===== src/sfx_regs.vh =====
// register map, field layout and opcode constants for the simd fp exception unit
`ifndef SFX_REGS_VH
`define SFX_REGS_VH

// exception class bit positions
`define SFX_CLS_W        6
`define SFX_CLS_INV      0
`define SFX_CLS_DEN      1
`define SFX_CLS_ZDV      2
`define SFX_CLS_OVF      3
`define SFX_CLS_UNF      4
`define SFX_CLS_PRE      5
`define SFX_CLS_NONE     6'h00
`define SFX_CLS_ALL      6'h3F
`define SFX_CLS_NOZDV    6'h3B
`define SFX_CLS_INVPRE   6'h21
`define SFX_CLS_INVONLY  6'h01

// lanes of a packed operation
`define SFX_LANES        4
`define SFX_LANE_ONE     4'h1

// control/status layout: flags low, masks above
`define SFX_FLAG_LSB     0
`define SFX_MASK_LSB     7
`define SFX_CS_W         16
`define SFX_CS_RESET     16'h1F80
`define SFX_CS_WMASK     16'h1FBF

// wishbone word offsets (byte address bits 3:2)
`define SFX_ADR_CS       2'h0
`define SFX_ADR_IRQST    2'h1
`define SFX_ADR_IRQMSK   2'h2
`define SFX_ADR_FAULT    2'h3

// interrupt status bits
`define SFX_IRQ_W        2
`define SFX_IRQ_FLAG     0
`define SFX_IRQ_FAULT    1

// fault information
`define SFX_FAULT_VEC    8'h13
`define SFX_VEC_LSB      8
`define SFX_CNT_LSB      16

// operation codes presented by the pipeline
`define SFX_OP_W         5
`define SFX_OP_GENERIC   5'h00
`define SFX_OP_NOFP      5'h01
`define SFX_OP_ADDSUB_PD 5'h02
`define SFX_OP_ADDSUB_PS 5'h03
`define SFX_OP_HADD_PD   5'h04
`define SFX_OP_HADD_PS   5'h05
`define SFX_OP_HSUB_PD   5'h06
`define SFX_OP_HSUB_PS   5'h07
`define SFX_OP_TRUNC_ST  5'h08
`define SFX_OP_GEN3_OTH  5'h09
`define SFX_OP_SUPP_INT  5'h0A
`define SFX_OP_DOT_PD    5'h0B
`define SFX_OP_DOT_PS    5'h0C
`define SFX_OP_ROUND_PD  5'h0D
`define SFX_OP_ROUND_PS  5'h0E
`define SFX_OP_ROUND_SD  5'h0F
`define SFX_OP_ROUND_SS  5'h10
`define SFX_OP_GEN4_OTH  5'h11
`define SFX_OP_RCP_SS    5'h12
`define SFX_OP_RCP_PS    5'h13
`define SFX_OP_RSQ_SS    5'h14
`define SFX_OP_RSQ_PS    5'h15

`endif


===== src/sfx_exc_signal.v =====
// simd fp exception signalling unit: flags, masks, fault and wishbone registers
`timescale 1ns/1ns
`include "sfx_regs.vh"

module sfx_exc_signal (
    // clock and reset
    input  wire                              clk,
    input  wire                              rst_n,
    // operation from the execution datapath
    input  wire                              opValid,
    output wire                              opReady,
    input  wire [`SFX_OP_W-1:0]              opCode,
    input  wire                              immBit3,
    input  wire [`SFX_LANES-1:0]             laneValid,
    input  wire [`SFX_LANES*`SFX_CLS_W-1:0]  laneExc,
    // completion toward writeback and trap dispatch
    output reg                               doneValid,
    output reg                               destWrite,
    output reg                               faultTake,
    output reg  [7:0]                        faultVector,
    output reg  [`SFX_CLS_W-1:0]             faultCause,
    input  wire                              trapAck,
    // wishbone slave
    input  wire                              wb_cyc_i,
    input  wire                              wb_stb_i,
    input  wire                              wb_we_i,
    input  wire [3:0]                        wb_adr_i,
    input  wire [3:0]                        wb_sel_i,
    input  wire [31:0]                       wb_dat_i,
    output reg  [31:0]                       wb_dat_o,
    output reg                               wb_ack_o,
    // interrupt
    output wire                              irq
);

    // one-hot states: accepting ops, or holding a fault for dispatch
    localparam [1:0] ST_RUN   = 2'b01;
    localparam [1:0] ST_FAULT = 2'b10;

    reg  [1:0]                  state;       // current state
    reg  [1:0]                  next_state;  // state for next edge
    reg  [`SFX_CS_W-1:0]        ctrlStat;    // flags and masks
    reg  [`SFX_IRQ_W-1:0]       irqStat;     // sticky interrupt events
    reg  [`SFX_IRQ_W-1:0]       irqMask;     // interrupt enables
    reg  [7:0]                  faultCount;  // faults taken, wraps
    wire [`SFX_CLS_W-1:0]       allowed;     // classes this op may report
    wire [`SFX_CLS_W-1:0]       laneOr [0:`SFX_LANES]; // running lane OR
    wire [`SFX_CLS_W-1:0]       raised;      // classes raised by this op
    wire [`SFX_CLS_W-1:0]       masks;       // mask field of ctrlStat
    wire [`SFX_CLS_W-1:0]       unmasked;    // raised and not masked
    wire                        opFire;      // op accepted this edge
    wire                        wbReq;       // new bus request
    wire                        csWrite;     // software writes ctrlStat
    wire                        irqStRead;   // software reads irqStat
    wire [`SFX_CS_W-1:0]        csByteMask;  // byte lanes of a write
    wire [`SFX_CS_W-1:0]        flagSet;     // hardware flag sets
    wire [`SFX_IRQ_W-1:0]       irqEvent;    // events this edge

    // class filter for the incoming operation
    sfx_class_filter uFilter (
        .opCode  (opCode),
        .immBit3 (immBit3),
        .allowed (allowed)
    );

    // or-reduce lane conditions; lane position is lost on purpose
    assign laneOr[0] = `SFX_CLS_NONE;
    genvar li;
    generate
        for (li = 0; li < `SFX_LANES; li = li + 1) begin : gLane
            // lanes outside the operation's width contribute nothing
            assign laneOr[li+1] = laneOr[li] |
                (laneExc[li*`SFX_CLS_W +: `SFX_CLS_W] &
                 {`SFX_CLS_W{laneValid[li]}});
        end
    endgenerate

    // only classes the operation may report survive
    assign raised   = laneOr[`SFX_LANES] & allowed;
    assign masks    = ctrlStat[`SFX_MASK_LSB +: `SFX_CLS_W];
    // fault decided from this op alone, never from standing flags
    assign unmasked = raised & ~masks;

    // ops are held off while a fault waits for dispatch
    assign opReady = state[0];
    assign opFire  = opValid & opReady;

    // state machine: a fault stays until trap dispatch accepts it
    always @* begin
        case (state)
            ST_RUN: begin
                // any unmasked class means one fault, whatever the count
                if (opFire && (|unmasked)) begin
                    next_state = ST_FAULT;
                end else begin
                    next_state = ST_RUN;
                end
            end
            ST_FAULT: begin
                // released by dispatch acknowledge
                if (trapAck) begin
                    next_state = ST_RUN;
                end else begin
                    next_state = ST_FAULT;
                end
            end
            default: next_state = ST_RUN;
        endcase
    end

    // state register
    always @(posedge clk or negedge rst_n) begin
        if (!rst_n) begin
            state <= ST_RUN;
        end else begin
            state <= next_state;
        end
    end

    // completion outputs, one cycle after the op is taken
    always @(posedge clk or negedge rst_n) begin
        if (!rst_n) begin
            doneValid   <= 1'b0;
            destWrite   <= 1'b0;
            faultTake   <= 1'b0;
            faultVector <= 8'h00;
            faultCause  <= `SFX_CLS_NONE;
        end else begin
            doneValid <= opFire;
            // masked or clean: default or real result is written
            destWrite <= opFire & ~(|unmasked);
            // fault belongs to this very instruction, no deferral
            faultTake <= opFire & (|unmasked);
            if (opFire && (|unmasked)) begin
                faultVector <= `SFX_FAULT_VEC;
                faultCause  <= unmasked;
            end
        end
    end

    // fault counter, visible to software
    always @(posedge clk or negedge rst_n) begin
        if (!rst_n) begin
            faultCount <= 8'h00;
        end else if (opFire && (|unmasked)) begin
            faultCount <= faultCount + 8'h01;
        end
    end

    // wishbone decode; a request is new while ack is low
    assign wbReq      = wb_cyc_i & wb_stb_i & ~wb_ack_o;
    assign csWrite    = wbReq & wb_we_i & (wb_adr_i[3:2] == `SFX_ADR_CS);
    assign irqStRead  = wbReq & ~wb_we_i & (wb_adr_i[3:2] == `SFX_ADR_IRQST);
    assign csByteMask = {{8{wb_sel_i[1]}}, {8{wb_sel_i[0]}}} & `SFX_CS_WMASK;

    // every raised class is flagged, masked or not
    assign flagSet = {{(`SFX_CS_W-`SFX_CLS_W){1'b0}},
                      (opFire ? raised : `SFX_CLS_NONE)};

    // control/status: hardware set wins over a software clear
    always @(posedge clk or negedge rst_n) begin
        if (!rst_n) begin
            ctrlStat <= `SFX_CS_RESET;
        end else if (csWrite) begin
            ctrlStat <= ((ctrlStat & ~csByteMask) |
                         (wb_dat_i[`SFX_CS_W-1:0] & csByteMask)) | flagSet;
        end else begin
            ctrlStat <= ctrlStat | flagSet;
        end
    end

    // interrupt events: masked flag raised, fault taken
    assign irqEvent[`SFX_IRQ_FLAG]  = opFire & (|(raised & masks));
    assign irqEvent[`SFX_IRQ_FAULT] = opFire & (|unmasked);

    // sticky status, cleared by a read; a same-cycle event survives
    always @(posedge clk or negedge rst_n) begin
        if (!rst_n) begin
            irqStat <= {`SFX_IRQ_W{1'b0}};
        end else if (irqStRead) begin
            irqStat <= irqEvent;
        end else begin
            irqStat <= irqStat | irqEvent;
        end
    end

    // interrupt mask register
    always @(posedge clk or negedge rst_n) begin
        if (!rst_n) begin
            irqMask <= {`SFX_IRQ_W{1'b0}};
        end else if (wbReq && wb_we_i && wb_sel_i[0] &&
                     (wb_adr_i[3:2] == `SFX_ADR_IRQMSK)) begin
            irqMask <= wb_dat_i[`SFX_IRQ_W-1:0];
        end
    end

    // level interrupt while any enabled event stands
    assign irq = |(irqStat & irqMask);

    // ack one cycle after request; read data captured with it
    always @(posedge clk or negedge rst_n) begin
        if (!rst_n) begin
            wb_ack_o <= 1'b0;
            wb_dat_o <= 32'h00000000;
        end else begin
            wb_ack_o <= wbReq;
            if (wbReq && !wb_we_i) begin
                case (wb_adr_i[3:2])
                    `SFX_ADR_CS:     wb_dat_o <= {16'h0000, ctrlStat};
                    `SFX_ADR_IRQST:  wb_dat_o <= {30'h00000000, irqStat};
                    `SFX_ADR_IRQMSK: wb_dat_o <= {30'h00000000, irqMask};
                    `SFX_ADR_FAULT: begin
                        // cause, vector and count of the last fault
                        wb_dat_o <= {8'h00, faultCount, faultVector,
                                     2'b00, faultCause};
                    end
                    default:         wb_dat_o <= 32'h00000000;
                endcase
            end
        end
    end

endmodule // sfx_exc_signal


===== src/sfx_class_filter.v =====
// per-operation filter of the exception classes an instruction may report
`timescale 1ns/1ns
`include "sfx_regs.vh"

module sfx_class_filter (
    // operation being retired
    input  wire [`SFX_OP_W-1:0]  opCode,
    input  wire                  immBit3,
    // classes this operation may report
    output reg  [`SFX_CLS_W-1:0] allowed
);

    // decode table; unknown codes report nothing rather than guess
    always @* begin
        case (opCode)
            // older arithmetic: every class may appear
            `SFX_OP_GENERIC:   allowed = `SFX_CLS_ALL;
            // alternating and horizontal add/sub: no divide-by-zero
            `SFX_OP_ADDSUB_PD: allowed = `SFX_CLS_NOZDV;
            `SFX_OP_ADDSUB_PS: allowed = `SFX_CLS_NOZDV;
            `SFX_OP_HADD_PD:   allowed = `SFX_CLS_NOZDV;
            `SFX_OP_HADD_PS:   allowed = `SFX_CLS_NOZDV;
            `SFX_OP_HSUB_PD:   allowed = `SFX_CLS_NOZDV;
            `SFX_OP_HSUB_PS:   allowed = `SFX_CLS_NOZDV;
            // truncating store: invalid and precision only
            `SFX_OP_TRUNC_ST:  allowed = `SFX_CLS_INVPRE;
            // dot products: no divide-by-zero
            `SFX_OP_DOT_PD:    allowed = `SFX_CLS_NOZDV;
            `SFX_OP_DOT_PS:    allowed = `SFX_CLS_NOZDV;
            // rounding: precision suppressed when immediate bit 3 is set
            `SFX_OP_ROUND_PD,
            `SFX_OP_ROUND_PS,
            `SFX_OP_ROUND_SD,
            `SFX_OP_ROUND_SS: begin
                allowed = immBit3 ? `SFX_CLS_INVONLY : `SFX_CLS_INVPRE;
            end
            // remaining third-generation ops
            `SFX_OP_GEN3_OTH:  allowed = `SFX_CLS_NONE;
            // supplemental group is integer only
            `SFX_OP_SUPP_INT:  allowed = `SFX_CLS_NONE;
            // remaining fourth-generation ops
            `SFX_OP_GEN4_OTH:  allowed = `SFX_CLS_NONE;
            // reciprocal approximations never raise numeric exceptions
            `SFX_OP_RCP_SS,
            `SFX_OP_RCP_PS,
            `SFX_OP_RSQ_SS,
            `SFX_OP_RSQ_PS:    allowed = `SFX_CLS_NONE;
            // non-fp work and unknown codes
            default:           allowed = `SFX_CLS_NONE;
        endcase
    end

endmodule // sfx_class_filter


===== config.mk =====
export PLATFORM = sky130hd
export DESIGN_NAME = sfx_exc_signal
export DESIGN_NICKNAME = d
export VERILOG_FILES = /design/src/sfx_exc_signal.v /design/src/sfx_class_filter.v
export VERILOG_INCLUDE_DIRS = /design/src
export SDC_FILE = /design/constraint.sdc
export NUM_CORES = 1
export LEC_CHECK = 0
export BUFFER_PORTS_ARGS = -buffer_cell sky130_fd_sc_hd__buf_2
export CORE_ASPECT_RATIO = 0.9
export CORE_MARGIN = 2
export CORE_UTILIZATION = 40
export DETAILED_ROUTE_END_ITERATION = 12
export PLACE_DENSITY = 0.8
export SYNTH_ARGS = -nofsm -noshare
export SYNTH_HDL_FRONTEND = slang
export SYNTH_SLANG_ARGS = --single-unit

===== constraint.sdc =====
create_clock -name clk -period 5.54 [get_ports clk]
set_clock_uncertainty 0.2 [all_clocks]
set_input_delay 0.831 -clock clk [delete_from_list [all_inputs] [get_ports clk]]
set_output_delay 0.831 -clock clk [all_outputs]
set_load 0.01 [all_outputs]

; Word-level counts from Yosys, hierarchy flattened
; Cells that the tools add are included.
[classes]
n_addsub = 1
multipliers = 0
n_div = 0
magnitude_cmp = 0
n_eq_ne = 18
shifts = 0
muxes = 9
bitwise = 32
n_reduce_logical = 13
[ops]
columns = cell, count
row1 = 32-bit one-hot mux with 4 select lines, 1
row2 = 6-bit AND, 7
row3 = 16-bit by 6-bit OR with 16-bit output, 2
row4 = 5-bit by 4-bit equality test with 1-bit output (second input constant), 6
row5 = 6-bit one-hot mux with 4 select lines, 1
row6 = 5-bit by 3-bit equality test with 1-bit output (second input constant), 4
row7 = 6-bit OR, 3
row8 = 16-bit by 13-bit AND with 16-bit output, 1
row9 = 16-bit AND, 1
row10 = 16-bit 2-to-1 mux, 1
row11 = 13-bit inverter with 16-bit output, 1
row12 = 16-bit OR, 1
row13 = 6-bit 2-to-1 mux, 2
row14 = 6-bit OR reduction, 2
row15 = 1-bit AND, 10
row16 = 5-bit by 2-bit equality test with 1-bit output (second input constant), 2
row17 = 8-bit by 1-bit adder with 8-bit output (second input constant), 1
row18 = 8-bit OR reduction, 1
row19 = 2-bit equality test (second input constant), 3
row20 = 2-bit 2-to-1 mux, 3
row21 = 6-bit inverter, 1
row22 = 5-bit equality test (second input constant), 1
row23 = 1-bit logical AND, 5
row24 = 5-bit zero test, 1
row25 = 9 further kinds, 12
[word_totals]
ff_bits = 73
latchBits = 0
mem_bits_rw = 0
romBits = 0
in_bits = 81
output_inout_bits = 52
wordCells = 85
mem_count = 0

; Longest topological paths before layout
[depth]
word_depth = 10
depth_mapped = 9
depth_no_buf = 6

; Hierarchy
; From an unflattened synthesis, not the netlist that was laid out.
[unflattened]
hier_cells = 293
area_unflattened_um2 = 2944.1
[modules_own_cells]
columns = mod, n_inst, cells_per_inst, area_each_um2, seq_area_each_um2
row1 = sfx_exc_signal, 1, 271, 2811.4, 1435.1
row2 = sfx_class_filter, 1, 22, 132.6, 0.0

; Worst setup path before layout
; OpenSTA, ideal clock, no wires.
[synth_timing]
kind = input port to flip-flop
start = in opCode[1]
end = reg faultCause[5]
setup_ns = 0.128
t_arrival_ns = 2.393
t_required_ns = 5.212
slack_ns = 2.820
path_stages = 8
n_path_buf = 2
path_cell_list = buf_6 > or3b_1 > and4_1 > o2111a_1 > nor2b_1 > buf_6 > o21ai_4 > mux2_1
[synth_via]
elab_chain_cells = 7
word_cells_on_any_way = 21
classes_between = 13 x eq/ne / 1 x mux / 2 x bitwise / 5 x reduce/logical
[synth_rtl]
columns = element, line_no
row1 = "start, declared", sfx_exc_signal.v:12  ; input wire [`SFX_OP_W-1:0] opCode,
row2 = "5-bit by 2-bit equality test with 1-bit output, or another cell as far along", sfx_class_filter.v:15  ; case (opCode)
row3 = 8-bit OR reduction (no source line) or 4-bit OR reduction (tied branches), --
row4 = 6-bit one-hot mux with 4 select lines (*), sfx_class_filter.v:15
row5 = 6-bit AND (*), sfx_exc_signal.v:79  ; assign raised = laneOr[`SFX_LANES] & allowed;
row6 = 6-bit AND (*), sfx_exc_signal.v:82  ; assign unmasked = raised & ~masks;
row7 = 6-bit OR reduction, sfx_exc_signal.v:134  ; if (opFire && (|unmasked)) begin
row8 = 1-bit logical AND, sfx_exc_signal.v:134
row9 = "end signal, assigned", sfx_exc_signal.v:127  ; faultCause <= `SFX_CLS_NONE;
row10 = "end signal, assigned", sfx_exc_signal.v:136  ; faultCause <= unmasked;
row11 = "end, declared", sfx_exc_signal.v:21  ; output reg [`SFX_CLS_W-1:0] faultCause,
; Mark *: on every way between the ends. The rest lies on a longest branch, timed or not.
; A chain may end at the register's enable or synchronous reset.

; Final worst setup path
[layout_timing]
start = in opCode[3]
end = reg faultCount[1]
[layout_via]
elab_chain_cells = 7
word_cells_on_any_way = 21
classes_between = 13 x eq/ne / 1 x mux / 2 x bitwise / 5 x reduce/logical
[layout_rtl]
columns = element, line_no
row1 = "5-bit by 2-bit equality test with 1-bit output, or another cell as far along", sfx_class_filter.v:15
row2 = 8-bit OR reduction (no source line) or 4-bit OR reduction (tied branches), --
row3 = 6-bit one-hot mux with 4 select lines (*), sfx_class_filter.v:15
row4 = 6-bit AND (*), sfx_exc_signal.v:79
row5 = 6-bit AND (*), sfx_exc_signal.v:82
row6 = 6-bit OR reduction (*), sfx_exc_signal.v:145  ; end else if (opFire && (|unmasked)) begin
row7 = 1-bit logical AND (*), sfx_exc_signal.v:145
row8 = "end signal, assigned", sfx_exc_signal.v:146  ; faultCount <= faultCount + 8'h01;
row9 = "end, declared", sfx_exc_signal.v:45  ; reg [7:0] faultCount;
; Marks and branches as above.

==> results.py <==
metrics = {
    "outcome": {
        "status": "finished, final reports clean",
    },
    "timing": {
        "layout_min_cycle_time_ns": 2.88,
        "final-setup-viol-count": 0,
        "period_share_pct": 51.9,
        "rsz0062_at_grt": "no",
        "final_hold_viol_count": 0,
        "slew_headroom_pct": 24.1,
        "drv_slew": 0,
        "max_freq_mhz": 348,
        "tns_ns": 0,
        "tightest_slew_ns": 1.13,
    },
    "pwr": {
        "ir_worst_vdd_mv": 0.214,
        "powerDensity_nw_per_um2": 363,
        "p_leak_nw": 1.85,
    },
    "yosys": {
        "synth_area_per_cell_um2": 10.3,
        "synthSimpleGateAreaFrac_pct": 17.8,
        "synth_warnings": 0,
        "post-synth-top-count-cell": "dfrtp_1",
        "synth-xor-area-share_pct": 2.06,
        "yosys-top-cells-area": "dfrtp_1 (42%), dfstp_2 (6.2%), nand2_1 (6.1%)",
        "syn_inst": 290,
        "synth_compound_area_share_pct": 14.0,
        "muxShareOfSynthArea_pct": 8.33,
        "synth_edf_count": 0,
        "syn_area_um2": 2970,
        "synth.distinct_cells": 50,
        "ys_ff_latch": 57,
        "synth_fa_ha_area_share_pct": 1.26,
        "synth_top_family_by_area": "simple AND/OR/NAND/NOR gates",
        "synth_top_area_share_pct": 42.1,
        "netlist_top_cells_count": "dfrtp_1 (50), nand2_1 (48), buf_4 (19)",
        "async_flop_share_pct": 100,
        "ys.flop_type": "dfrtp_1",
        "yosys.area.top_type": "dfrtp_1",
        "ys_seq_area_share_pct": 48.3,
    },
    "grt": {
        "grt_pass1_vias": 2408,
        "antenna_found_initial": 0,
        "grt_pass1_wl_um": 11700,
        "gr-total-overflow": 0,
        "grt_max_degree": 58,
        "gr-usage-all-layers_pct": 18.8,
    },
    "route": {
        "num_vias": 2465,
        "via_per_inst": 5.15,
        "drtIter0Drc": 137,
        "routed_wl_um": 7140,
        "drc": 0,
        "routedWlPerCell_um": 14.9,
        "ant_nets": 0,
        "firstDrtPassIters": 5,
    },
    "critical_path": {
        "regToRegSetupSlack_ns": 3.20,
        "arrival_ns": 2.89,
        "ff2ff_path_depth": 5,
        "path_max_fanout": 13,
        "critPathLaunchType": "input port",
        "crit_path_end_kind": "register",
        "r2r_end": "faultCount[1]",
        "worstSetupPathType": "in -> reg",
        "critical_path_required_ns": 5.55,
        "critical_path.startpoint": "opCode[3]",
    },
    "floorplan": {
        "pin_count": 133,
        "fp.dieW_um": 94.9,
        "rows": 29,
        "core-area_um2": 7110,
        "start_util_pct": 41.8,
        "die_y_um": 85.8,
        "die_area_um2": 8140,
    },
    "finish": {
        "seqCellArea_um2": 1440,
        "fin_util_pct": 50.9,
        "multi_input_area_um2": 1360,
        "instances_no_fill": 479,
        "syn2layout_area_growth_pct": 21.8,
        "drive_above_1_share_pct": 33.9,
        "final.fill_count": 675,
        "layout.nets": 465,
        "diodes": 0,
    },
    "placement": {
        "gp_congestion": 0.870,
        "place_inst": 463,
        "dp_hpwl_um": 5440,
        "port_buffers": 91,
    },
    "clocking": {
        "cts_max_path_buffers": 2,
        "cts_tree": "yes",
        "holdBufCountCts": 0,
        "cts_root_buf": "clkbuf_8",
        "htreeDepth": 3,
        "cts_resized": 0,
        "cts_buffers": 9,
        "clkTransAtPathRegs_ns": 0.07,
        "clk_latency_ns": 0.33,
        "cts_setup_buffers": 0,
        "cts.sinks": 57,
    },
    "worst_hold_path": {
        "hold_path_end": "wb_dat_o[21]",
        "min-delay-start": "wb_dat_o[21]",
        "hold_class": "reg -> reg",
        "min_delay_path_depth": 2,
    },
    "flow_run": {
        "drv_cap": 0,
    },
}
## critical path, stage by stage
cell      delay, ns
buf_2          0.14
o21ai_0        0.15
and4_1         0.26
o2111a_1       0.26
nor2b_1        0.59
o21ai_4        0.28
mux2_1         0.37
## cell usage in the layout (no fill, tap or decap), types with 3 or more instances in the layout
| master | count |
|---|---|
| a21o_1 | 4 |
| a21oi_1 | 8 |
| a221oi_1 | 5 |
| a22oi_1 | 11 |
| and2_1 | 3 |
| and3_1 | 3 |
| and4_1 | 4 |
| buf_2 | 91 |
| clkbuf_8 | 10 |
| clkinvlp_4 | 3 |
| conb_1 | 17 |
| dfrtp_1 | 50 |
| dfstp_2 | 7 |
| ha_1 | 3 |
| inv_1 | 11 |
| mux2_2 | 8 |
| mux2i_1 | 9 |
| nand2_1 | 48 |
| nand2b_1 | 3 |
| nand3_1 | 12 |
| nand4_1 | 3 |
| nor2_1 | 14 |
| nor2b_1 | 4 |
| o211ai_1 | 3 |
| o21ai_0 | 11 |
| xnor2_1 | 7 |
## kinds of logic (layout without fill, tap and decap cells)
group,after synthesis,count (layout)
AND/OR/NAND/NOR,105,105
flip-flops,57,57
AO/OA/AOI/OAI,56,56
XOR/XNOR,7,7
multiplexers,21,21
adder cells (fa/ha/maj),3,3
buffers and inverters,40,120
other,1,17
## per-stage QoR
stage                     hold WS, ns  power, mW  area (um2)  setup WS, ns
after floorplan                 0.246      0.801        3030          2.82
after global placement          0.251      0.919        3420          2.31
after detailed placement        0.251      0.934        3420          2.29
after CTS                       0.265       1.33        3620          2.62
after global routing            0.295       1.41        3620          2.50
final                           0.262       1.32        3620          2.66
## power breakdown
| part | switching (mW) | internal [mW] |
|---|---|---|
| logic | 0.178 | 0.149 |
| registers | 0.0793 | 0.520 |
| clock network | 0.170 | 0.220 |
| total | 0.428 | 0.889 |
## routing by layer
layer	GRT usage, %	vias up	share of wire, %
met5	0	-	0
met4	7.91	0	2.5
met2	29.2	98	46
met3	5.18	18	5.9
met1	24.9	1174	46
li1	-	1175	-
## how the worst max path moves through the flow
stage,to,depth (start not counted)
2_1_floorplan,faultCause[5],8
5_1_grt,faultCause[5],7
3_5_place_dp,faultCount[1],7
3_3_place_gp,faultCount[1],7
6_report,faultCount[1],7
4_1_cts,faultCount[1],7
## cell type report
| cell class | instances | area share, % |
|---|---|---|
| tap | 93 | 3.21 |
| multi-input combinational | 209 | 37.5 |
| clock inverter | 6 | 1.83 |
| timing repair buffer | 92 | 12.8 |
| sequential | 57 | 39.6 |
| inverter | 12 | 1.24 |
| clock buffer | 10 | 3.80 |
No activity file was read; power rests on OpenSTA's default activity.
